==> src/dsps_cfg.svh <==
// Purpose : constants for drive status and position scaling
// Assumes : included by every design file of the block that uses its macros
// Notes   : parameter offsets are the drive's own parameter addresses
`ifndef DSPS_CFG_SVH
`define DSPS_CFG_SVH

// ****************************************************************
// parameter offsets
// ****************************************************************
`define DSPS_OFS_TRACK_CLASS   16'h0516
`define DSPS_OFS_SCALE_DEN     16'h060e
`define DSPS_OFS_SCALE_NUM     16'h0610
`define DSPS_OFS_ACTION_WORD   16'h1c08
`define DSPS_OFS_STOP_ERROR    16'h1c0a
`define DSPS_OFS_SAVED_WARN    16'h1c18

// ****************************************************************
// reset values and ranges
// ****************************************************************
`define DSPS_TRACK_CLASS_RST   16'h0003
`define DSPS_TRACK_CLASS_MIN   16'h0001
`define DSPS_TRACK_CLASS_MAX   16'h0003
`define DSPS_SCALE_DEN_RST     32'h0000_000c
`define DSPS_SCALE_NUM_RST     32'h0000_0001
`define DSPS_SCALE_MIN         32'h0000_0001
`define DSPS_SCALE_MAX         32'h7fff_ffff

// ****************************************************************
// saved warning word layout
// ****************************************************************
`define DSPS_WARN_VALID_MASK   16'h7ff7
`define DSPS_WARN_AUTO_MASK    16'h2c00

// ****************************************************************
// action word bit positions
// ****************************************************************
`define DSPS_ACT_WARNING       0
`define DSPS_ACT_CLASS1        1
`define DSPS_ACT_STANDSTILL    6
`define DSPS_ACT_CW            7
`define DSPS_ACT_CCW           8
`define DSPS_ACT_PG_IDLE       11
`define DSPS_ACT_PG_ACCEL      12
`define DSPS_ACT_PG_CONST      13

// ****************************************************************
// motion and scaling figures
// ****************************************************************
`define DSPS_STANDSTILL_RPM    32'h0000_0009
`define DSPS_INT_SHIFT         17
`define DSPS_DIV_STEPS         7'h50
`define DSPS_DETENT_HALF       32'h0000_1555

`endif

==> src/dsps_pkg.sv <==
// Purpose : shared types of drive status and position scaling
// Assumes : nothing
// Notes   : constants live in dsps_cfg.svh
package dsps_pkg;

  // ****************************************************************
  // types
  // ****************************************************************
  typedef enum logic [1:0] {
    DSPS_IDLE = 2'b00,
    DSPS_LOAD = 2'b01,
    DSPS_DIV  = 2'b11,
    DSPS_DONE = 2'b10
  } dsps_state_t;

  typedef enum logic {
    DSPS_TO_INT = 1'b0,
    DSPS_TO_USR = 1'b1
  } dsps_dir_t;

  // magnitude of a signed word
  function automatic logic [31:0] dsps_abs32(input logic signed [31:0] v);
    dsps_abs32 = v[31] ? 32'(-v) : 32'(v);
  endfunction : dsps_abs32

endpackage : dsps_pkg

==> src/dsps_conv_if.sv <==
// Purpose : carries one conversion request between top and scaler
// Assumes : one clock domain
// Notes   : req is a one-cycle pulse, taken only while busy is low
`timescale 1ns/1ps
interface dsps_conv_if;
  import dsps_pkg::*;
  logic                req;
  dsps_dir_t           dir;
  logic signed [31:0]  value;
  logic        [31:0]  num;
  logic        [31:0]  den;
  logic                busy;
  logic                done;
  logic                ovf;
  logic signed [31:0]  result;

  modport master (output req, dir, value, num, den, input busy, done, ovf, result);
  modport conv   (input req, dir, value, num, den, output busy, done, ovf, result);
endinterface : dsps_conv_if

==> src/dsps_status_scale.sv <==
// Purpose : drive status words and position scaling parameters
// Assumes : parameter port single-cycle strobes, inputs synchronous
// Notes   : i_to_int_req and i_to_usr_req arriving while busy are dropped; an enable edge waits
`timescale 1ns/1ps
`include "dsps_cfg.svh"
module dsps_status_scale
  import dsps_pkg::*;
(
  // clock and reset
  input  wire logic               i_clk,
  input  wire logic               i_srst,
  // parameter access port
  input  wire logic               i_par_wr,
  input  wire logic               i_par_rd,
  input  wire logic        [15:0] i_par_addr,
  input  wire logic        [31:0] i_par_wdata,
  output logic             [31:0] o_par_rdata,
  output logic                    o_par_ack,
  output logic                    o_par_err,
  // monitoring sources
  input  wire logic        [15:0] i_warn_active,
  input  wire logic               i_fault_clear_command,
  input  wire logic        [3:0]  i_err_class_active,
  input  wire logic               i_stop_fault_valid,
  input  wire logic        [15:0] i_stop_fault_number,
  // motion state
  input  wire logic signed [31:0] i_motor_speed_rpm,
  input  wire logic               i_pg_idle,
  input  wire logic               i_pg_accel,
  input  wire logic               i_pg_const,
  input  wire logic               i_power_enabled,
  // position conversion
  input  wire logic signed [31:0] i_user_pos,
  input  wire logic               i_to_int_req,
  input  wire logic signed [31:0] i_int_pos,
  input  wire logic               i_to_usr_req,
  input  wire logic signed [31:0] i_pos_deviation,
  // outputs
  output logic             [15:0] o_saved_warning_word,
  output logic             [15:0] o_drive_action_word,
  output logic             [15:0] o_tracking_error_class,
  output logic signed      [31:0] o_int_pos,
  output logic signed      [31:0] o_user_pos,
  output logic                    o_conv_done,
  output logic                    o_range_error,
  output logic signed      [31:0] o_ctrl_deviation
);

  // ****************************************************************
  // registers
  // ****************************************************************
  logic [15:0] tracking_error_class;
  logic [31:0] scale_numerator_reg;
  logic [31:0] scale_denominator_reg;
  logic [31:0] active_num;
  logic [31:0] active_den;
  logic [15:0] last_stop_error_number;
  logic [15:0] drive_action_word;
  logic        pwr_q;
  logic        enable_pend;
  dsps_dir_t   run_dir;
  logic [15:0] saved_warning_word;

  dsps_conv_if cv ();

  dsps_warn_latch u_warn (
    .i_clk    (i_clk),
    .i_srst   (i_srst),
    .i_active (i_warn_active),
    .i_clear  (i_fault_clear_command),
    .o_saved  (saved_warning_word)
  );

  dsps_scaler u_scaler (
    .i_clk  (i_clk),
    .i_srst (i_srst),
    .cv     (cv)
  );

  // ****************************************************************
  // parameter decode
  // ****************************************************************
  wire hit_class = (i_par_addr == `DSPS_OFS_TRACK_CLASS);
  wire hit_den   = (i_par_addr == `DSPS_OFS_SCALE_DEN);
  wire hit_num   = (i_par_addr == `DSPS_OFS_SCALE_NUM);
  wire hit_act   = (i_par_addr == `DSPS_OFS_ACTION_WORD);
  wire hit_stop  = (i_par_addr == `DSPS_OFS_STOP_ERROR);
  wire hit_warn  = (i_par_addr == `DSPS_OFS_SAVED_WARN);
  wire hit_any   = hit_class | hit_den | hit_num | hit_act | hit_stop | hit_warn;

  wire class_ok  = (i_par_wdata >= {16'h0000, `DSPS_TRACK_CLASS_MIN}) &&
                   (i_par_wdata <= {16'h0000, `DSPS_TRACK_CLASS_MAX});
  wire scale_ok  = (i_par_wdata >= `DSPS_SCALE_MIN) &&
                   (i_par_wdata <= `DSPS_SCALE_MAX);
  // scaling is frozen while the power stage runs
  wire scale_lock = i_power_enabled;

  wire wr_class  = i_par_wr & hit_class & class_ok;
  wire wr_den    = i_par_wr & hit_den & scale_ok & ~scale_lock;
  wire wr_num    = i_par_wr & hit_num & scale_ok & ~scale_lock;
  // read-only words and bad values refuse the write
  wire wr_refuse = i_par_wr & ~(wr_class | wr_den | wr_num);

  wire [31:0] rd_mux =
      hit_class ? {16'h0000, tracking_error_class}   :
      hit_den   ? scale_denominator_reg              :
      hit_num   ? scale_numerator_reg                :
      hit_act   ? {16'h0000, drive_action_word}      :
      hit_stop  ? {16'h0000, last_stop_error_number} :
      hit_warn  ? {16'h0000, saved_warning_word}     : 32'h0000_0000;

  // ****************************************************************
  // action word
  // ****************************************************************
  wire [31:0] speed_mag  = dsps_abs32(i_motor_speed_rpm);
  wire        standstill = speed_mag < `DSPS_STANDSTILL_RPM;
  wire        rot_cw     = ~standstill & ~i_motor_speed_rpm[31];
  wire        rot_ccw    = ~standstill & i_motor_speed_rpm[31];

  logic [15:0] next_action;
  always_comb begin
    next_action                        = 16'h0000;
    next_action[`DSPS_ACT_WARNING]     = |i_warn_active;
    next_action[`DSPS_ACT_CLASS1 +: 4] = i_err_class_active;
    next_action[`DSPS_ACT_STANDSTILL]  = standstill;
    next_action[`DSPS_ACT_CW]          = rot_cw;
    next_action[`DSPS_ACT_CCW]         = rot_ccw;
    next_action[`DSPS_ACT_PG_IDLE]     = i_pg_idle;
    next_action[`DSPS_ACT_PG_ACCEL]    = i_pg_accel;
    next_action[`DSPS_ACT_PG_CONST]    = i_pg_const;
  end

  // ****************************************************************
  // standstill deviation filter
  // ****************************************************************
  // the detent holds the shaft; chasing sub-detent error only heats it
  wire [31:0] dev_mag    = dsps_abs32(i_pos_deviation);
  wire        dev_ignore = standstill && (dev_mag < `DSPS_DETENT_HALF);
  wire signed [31:0] next_dev = dev_ignore ? 32'sh0000_0000 : i_pos_deviation;

  // ****************************************************************
  // conversion requests
  // ****************************************************************
  wire pwr_rise  = i_power_enabled & ~pwr_q;
  wire want_int  = enable_pend | i_to_int_req;
  wire start_int = want_int & ~cv.busy;
  wire start_usr = i_to_usr_req & ~want_int & ~cv.busy;

  assign cv.req   = start_int | start_usr;
  assign cv.dir   = start_usr ? DSPS_TO_USR : DSPS_TO_INT;
  assign cv.value = start_usr ? i_int_pos : i_user_pos;
  assign cv.num   = active_num;
  assign cv.den   = active_den;

  // ****************************************************************
  // state
  // ****************************************************************
  always_ff @(posedge i_clk) begin
    if (i_srst) begin
      tracking_error_class  <= `DSPS_TRACK_CLASS_RST;
      scale_numerator_reg   <= `DSPS_SCALE_NUM_RST;
      scale_denominator_reg <= `DSPS_SCALE_DEN_RST;
      active_num            <= `DSPS_SCALE_NUM_RST;
      active_den            <= `DSPS_SCALE_DEN_RST;
    end else begin
      if (wr_class) begin
        tracking_error_class <= i_par_wdata[15:0];
      end
      if (wr_den) begin
        scale_denominator_reg <= i_par_wdata;
      end
      if (wr_num) begin
        scale_numerator_reg <= i_par_wdata;
        active_num          <= i_par_wdata;
        active_den          <= scale_denominator_reg;
      end
    end
  end

  always_ff @(posedge i_clk) begin
    if (i_srst) begin
      last_stop_error_number <= 16'h0000;
      drive_action_word      <= 16'h0000;
      pwr_q                  <= 1'b0;
      enable_pend            <= 1'b0;
      run_dir                <= DSPS_TO_INT;
    end else begin
      if (i_stop_fault_valid) begin
        last_stop_error_number <= i_stop_fault_number;
      end
      drive_action_word <= next_action;
      pwr_q             <= i_power_enabled;
      // an enable edge waits until the scaler is free
      enable_pend       <= pwr_rise | (enable_pend & ~start_int);
      if (cv.req) begin
        run_dir <= cv.dir;
      end
    end
  end

  always_ff @(posedge i_clk) begin
    if (i_srst) begin
      o_par_rdata      <= 32'h0000_0000;
      o_par_ack        <= 1'b0;
      o_par_err        <= 1'b0;
      o_int_pos        <= 32'sh0000_0000;
      o_user_pos       <= 32'sh0000_0000;
      o_conv_done      <= 1'b0;
      o_range_error    <= 1'b0;
      o_ctrl_deviation <= 32'sh0000_0000;
    end else begin
      o_par_ack        <= i_par_wr | i_par_rd;
      o_par_err        <= wr_refuse | (i_par_rd & ~hit_any);
      if (i_par_rd) begin
        o_par_rdata <= rd_mux;
      end
      o_conv_done      <= cv.done;
      if (cv.done) begin
        o_range_error <= cv.ovf;
        if (run_dir == DSPS_TO_INT) begin
          o_int_pos <= cv.result;
        end else begin
          o_user_pos <= cv.result;
        end
      end
      o_ctrl_deviation <= next_dev;
    end
  end

  assign o_saved_warning_word   = saved_warning_word;
  assign o_drive_action_word    = drive_action_word;
  assign o_tracking_error_class = tracking_error_class;

endmodule : dsps_status_scale

==> src/dsps_scaler.sv <==
// Purpose : converts positions between user units and internal units
// Assumes : num and den nonzero and held steady while busy
// Notes   : internal units are 1/131072 of a motor revolution
`timescale 1ns/1ps
`include "dsps_cfg.svh"
module dsps_scaler
  import dsps_pkg::*;
(
  // clock and reset
  input  wire logic  i_clk,
  input  wire logic  i_srst,
  // conversion port
  dsps_conv_if.conv  cv
);

  dsps_state_t        state;
  logic [79:0]        dq;
  logic [47:0]        rem;
  logic [47:0]        dvs;
  logic [6:0]         cnt;
  logic               neg;
  logic               done;
  logic               ovf;
  logic signed [31:0] result;
  dsps_dir_t          dir_q;
  logic [31:0]        mag_q;

  // ****************************************************************
  // operand setup
  // ****************************************************************
  // value and direction are captured at the request; the port moves on after it
  wire [31:0] mag     = dsps_abs32(cv.value);
  wire [31:0] mult    = (dir_q == DSPS_TO_INT) ? cv.num : cv.den;
  wire [63:0] prod    = {32'h0000_0000, mag_q} * {32'h0000_0000, mult};
  wire [79:0] to_int  = {prod, 16'h0000} << 1;
  wire [79:0] to_usr  = {16'h0000, prod};
  wire [47:0] den_int = {16'h0000, cv.den};
  wire [47:0] num_usr = {cv.num[30:0], 17'h0_0000};
  wire [79:0] next_dq_load  = (dir_q == DSPS_TO_INT) ? to_int : to_usr;
  wire [47:0] next_dvs_load = (dir_q == DSPS_TO_INT) ? den_int : num_usr;

  // ****************************************************************
  // restoring divide step, truncates toward zero on the magnitude
  // ****************************************************************
  wire [48:0] trial   = {rem, dq[79]};
  wire        fits    = trial >= {1'b0, dvs};
  wire [48:0] diff    = trial - {1'b0, dvs};
  wire [47:0] next_rem = fits ? diff[47:0] : trial[47:0];
  wire        too_big = |dq[79:31];
  wire [31:0] q_lo    = dq[31:0];

  always_ff @(posedge i_clk) begin
    if (i_srst) begin
      state  <= DSPS_IDLE;
      dq     <= '0;
      rem    <= '0;
      dvs    <= '0;
      cnt    <= '0;
      neg    <= 1'b0;
      done   <= 1'b0;
      ovf    <= 1'b0;
      result <= '0;
      dir_q  <= DSPS_TO_INT;
      mag_q  <= '0;
    end else begin
      done <= 1'b0;
      case (state)
        DSPS_IDLE: begin
          if (cv.req) begin
            neg   <= cv.value[31];
            mag_q <= mag;
            dir_q <= cv.dir;
            state <= DSPS_LOAD;
          end
        end
        DSPS_LOAD: begin
          dq    <= next_dq_load;
          dvs   <= next_dvs_load;
          rem   <= '0;
          cnt   <= `DSPS_DIV_STEPS;
          state <= DSPS_DIV;
        end
        DSPS_DIV: begin
          dq  <= {dq[78:0], fits};
          rem <= next_rem;
          cnt <= cnt - 7'h01;
          if (cnt == 7'h01) begin
            state <= DSPS_DONE;
          end
        end
        DSPS_DONE: begin
          done   <= 1'b1;
          ovf    <= too_big;
          result <= too_big ? 32'sh0000_0000 :
                    (neg ? $signed(32'(-q_lo)) : $signed(q_lo));
          state  <= DSPS_IDLE;
        end
        default: begin
          state <= DSPS_IDLE;
        end
      endcase
    end
  end

  assign cv.busy   = (state != DSPS_IDLE);
  assign cv.done   = done;
  assign cv.ovf    = ovf;
  assign cv.result = result;

endmodule : dsps_scaler

==> src/dsps_warn_latch.sv <==
// Purpose : saved warning word
// Assumes : warning sources are levels, one bit per source
// Notes   : a new warning in the clear cycle survives the clear
`timescale 1ns/1ps
`include "dsps_cfg.svh"
module dsps_warn_latch (
  // clock and reset
  input  wire logic        i_clk,
  input  wire logic        i_srst,
  // sources and clear
  input  wire logic [15:0] i_active,
  input  wire logic        i_clear,
  // saved word
  output logic      [15:0] o_saved
);

  wire [15:0] kept        = i_clear ? 16'h0000 : (o_saved & ~`DSPS_WARN_AUTO_MASK);
  wire [15:0] next_saved  = (i_active | kept) & `DSPS_WARN_VALID_MASK;

  always_ff @(posedge i_clk) begin
    if (i_srst) begin
      o_saved <= 16'h0000;
    end else begin
      o_saved <= next_saved;
    end
  end

endmodule : dsps_warn_latch

==> config.mk <==
export PLATFORM = sky130hd
export DESIGN_NAME = dsps_status_scale
export DESIGN_NICKNAME = d
export VERILOG_FILES = /design/src/dsps_pkg.sv /design/src/dsps_conv_if.sv /design/src/dsps_status_scale.sv /design/src/dsps_scaler.sv /design/src/dsps_warn_latch.sv
export VERILOG_INCLUDE_DIRS = /design/src
export SDC_FILE = /design/constraint.sdc
export NUM_CORES = 2
export LEC_CHECK = 0
export BUFFER_PORTS_ARGS = -buffer_cell sky130_fd_sc_hd__clkbuf_2
export CAP_MARGIN = 15
export CORE_MARGIN = 2
export CORE_UTILIZATION = 40
export CTS_BUF_LIST = sky130_fd_sc_hd__clkbuf_8 sky130_fd_sc_hd__clkbuf_16
export CTS_CLUSTER_SIZE = 10
export DETAILED_ROUTE_END_ITERATION = 8
export GPL_TIMING_DRIVEN = 0
export PLACE_DENSITY_LB_ADDON = 0.3
export SLEW_MARGIN = 20
export SYNTH_ARGS = -nofsm -noshare
export SYNTH_HDL_FRONTEND = slang
export SYNTH_HIERARCHICAL = 1
export SYNTH_SLANG_ARGS = --single-unit
export TNS_END_PERCENT = 1
==> constraint.sdc <==
create_clock -name i_clk -period 24.6 [get_ports i_clk]
set_input_delay 4.92 -clock i_clk [delete_from_list [all_inputs] [get_ports i_clk]]
set_output_delay 4.92 -clock i_clk [all_outputs]
set_load 0.02 [all_outputs]
==> summary.txt <==
STA
  • Period utilisation layout: 48.8%
  • RSZ-0062 raised after global routing: false
  • Clock Skews: 34.4 ps
  • Final Slew Violations: 0
  • Fmax: 83.3 MHz
  • Final setup viols: 0
  • Setup TNS: 0 ps
  • Min cycle time layout: 12000 ps
  • Fin worst setup slack: 12600 ps
  • Hold WS: 454 ps
  • Hold Fails Final Rpt: 0
  • Slew HR: 13.0%
  • Worst-margin pin slew: 1300 ps

Synth
  • Post-synth cell types: 89
  • Synth Register Bits: 541
  • Synth Area in Compound Gates: 12.0%
  • Mapped Cells: 7143
  • Synth top area share: 29.4%
  • Synth area leaders: fa_1 (29%), dfxtp_1 (18%), ha_1 (6.5%)
  • FFs w/ async S/R, synth: 0%
  • Post-synthesis mux area share: 2.76%
  • Synth area leader: fa_1
  • Main flop type after synthesis: dfxtp_1
  • Synthesis Warnings: 6
  • Post-synth EDFFs: 0
  • Post-synthesis sequential area ratio: 17.7%
  • Synth Area in Adders: 35.8%
  • Post-Synth XOR/XNOR Area: 2.36%
  • Synth Cell Area: 0.0611 mm^2
  • Syn_area_per_cell: 8.56 um^2
  • Synth Area in Simple Gates: 20.0%
  • Largest family of logic cells by synthesized area: adder cells

Layout
  • Fill cells: 15100
  • Area Growth Syn to Fin: 11.1%
  • Share of post-route cells with drive strength above 1: 9.50%
  • Area of the multi-input gates: 0.0447 mm^2
  • Top flop regs: u_scaler/dq: 80 flops, u_scaler/dvs: 48 flops, u_scaler/rem: 48 flops
  • FF+latch area: 0.0108 mm^2
  • Max FFs per register: 80
  • Layout Nets: 9050
  • Biggest register: u_scaler/dq

CTS
  • Reg clk slew, reported paths: 60 ps
  • Setup Buffers After CTS: 0
  • Post-CTS Hold Fix Bufs: 0
  • CTS Sinks: 541
  • Post-CTS sizing: 0
  • Latest clock arrival within the worst-skew pair: 680 ps
  • Clock root buffer: clkbuf_16
  • CTS buffer count: 69
  • CTS tree: done
  • Htree depth: 3
  • Clock Path Buffers: 3

Global route
  • Antenna violations before repair: 32
  • All-Layer GR Usage: 31.2%
  • Largest net degree at the start of global routing: 12
  • Number of global-route vias before repair: 53500
  • First-pass GRT wire length: 359000 um
  • Final global-route overflow total: 0

Worst setup path
  • CP dominant cell by count: fa_1
  • Worst-path cell with the longest stage delay: clkbuf_1
  • Critical path buffers and inverters: 8
  • Worst setup EP type: flip-flop
  • Largest stage delay on the critical path: 980 ps
  • Worst Setup SP: u_scaler/dir_q
  • Worst-path maximum fanout: 10
  • Arrival @ worst endpoint: 12570 ps
  • Register-to-Register Setup Slack: 12600 ps
  • CP delay by family, top: adder cells
  • Reg2reg start: u_scaler/dir_q
  • Worst r2r path cells: 29
  • CP Class: reg2reg
  • WP data required: 25170 ps
  • CP startpoint kind: flip-flop
  • R2r endpoint: u_scaler/dq[61]

Power and ir drop
  • Leak: 30.4 nW
  • VDD IR max: 64.0 uV
  • Power Density: 46.4 mW/mm^2

Detailed routing
  • Via density: 5.55
  • Final wirelength: 246000 um
  • Vias after detailed routing: 53800
  • Detailed Route Iter0 Violations: 5398
  • DRT Pass-1 Iters: 8
  • Post-route DRC: 0
  • ANT nets after route: 0
  • Wire per inst: 25.4 um

Min path
  • Hold Path Sink: o_user_pos[31]
  • Critical hold path startpoint: u_scaler/cv.result[31]
  • Worst hold path depth: 2
  • Worst hold path type: reg2reg

Floorplanning
  • Initial core utilization: 40.2%
  • I/O Pins: 404
  • Die width: 395 um
  • Cell Rows: 143
  • CORE AREA: 0.152 mm^2
  • DIE AREA: 0.156 mm^2
  • Die Span Y: 395 um

Outcome
  • Status: finished, final reports clean

Place
  • Worst slack at placement: 13150 ps
  • Port buffer count: 392
  • DP HPWL: 202000 um
  • Final RePlAce weighted congestion: 0.994

Flow run
  • Maxcap violations: 0
-- area by class of cell --
cell class / instances / share of cell area (%)
Antenna cell: 14 / 0.0516
Buffer: 470 / 2.74
Clock buffer: 79 / 2.75
Clock inverter: 23 / 0.409
Inverter: 1020 / 5.64
Multi-Input combinational cell: 5117 / 65.8
Sequential cell: 541 / 16.0
Tap cell: 2030 / 3.74
Timing Repair Buffer: 394 / 2.92
-- power by group --
group | internal [W] | switching, W | total [W]
Clock | 0.000563 | 0.000422 | 0.000985
Sequential | 0.000917 | 0.0000586 | 0.000975
Combinational | 0.000392 | 0.000800 | 0.00119
Total | 0.00187 | 0.00128 | 0.00315
-- logic make-up after synthesis --
logic type,Yosys count
flops,541
compound gates,1122
simple gates,2454
buf+inv,1490
mux,156
fa+ha+maj,1213
xor+xnor,165
other cells,2
-- how the worst max path moves through the flow --
stage / endpoint / slack (ps) / depth (start not counted)
floorplan: u_scaler/mag_q[30] / 15890 / 14
global placement: u_scaler/dq[63] / 12760 / 25
detailed placement: u_scaler/dq[61] / 13150 / 29
CTS: u_scaler/dq[61] / 13100 / 29
global route: u_scaler/dq[61] / 12650 / 29
finish: u_scaler/dq[61] / 12600 / 29
-- tightest hold or removal path, delay by kind of cell, from the launching register on --
| kind | cells | cell delay [ps] |
|---|---|---|
| simple gates | 1 | 60 |
| flops | 1 | 320 |
| compound gates | 1 | 50 |
-- metrics by stage --
stage	instances	area (um^2)	total power [W]	util, %
finish	9688	67900	0.00315	44.7
global route	9678	67900	0.00327	44.7
CTS	9674	67900	0.00314	44.7
detailed placement	9572	65700	0.00215	43.3
global placement	9570	65700	0.00214	43.2
floorplan	7148	61200	0.00170	-
-- synth_stat cells, types with 10 or more instances --
cell type,n
a221oi_1,59
nor3b_1,20
dfxtp_1,541
a21oi_2,39
nand2_1,975
a21oi_1,395
nor2_1,337
ha_1,316
xor2_1,70
or2_2,12
o21ai_0,145
clkbuf_1,424
o31ai_1,26
o22ai_1,22
xnor2_1,95
or3_1,24
o41ai_1,11
fa_1,897
a22oi_1,61
a21o_1,51
buf_2,16
nor4_1,44
nand2b_4,10
a211oi_1,68
or4_1,19
a31oi_1,35
buf_1,16
nand4_1,49
mux2_2,99
o21bai_1,29
nor2b_1,147
a32oi_1,12
inv_1,1018
and3_1,57
a22o_1,48
nor3_1,72
mux2i_1,57
o21a_1,14
nand2b_1,64
a311oi_1,18
o211ai_1,17
nand3_1,37
and2_1,534
nand3b_1,16
-- routing by layer --
metal | up-vias | wire length, um | track usage, %
met5 | - | 39 | 0
met4 | 6 | 13600 | 15.2
met3 | 495 | 23600 | 6.90
met2 | 2640 | 107000 | 47.1
met1 | 26800 | 103000 | 42.2
li1 | 23800 | - | -
-- placed cells by master (no fill, tap or decap), drive strengths merged, types with 48 or more instances in the layout --
cell	n
a211oi	68
a21o	51
a21oi	434
a221oi	59
a22o	48
a22oi	61
and2	536
and3	57
clkbuf	896
dfxtp	541
fa	897
ha	316
inv	1030
mux2	99
mux2i	57
nand2	975
nand2b	74
nand4	49
nor2	338
nor2b	147
nor3	75
nor4	49
o21ai	149
xnor2	95
xor2	70
Power figures use the tool's default switching activity.
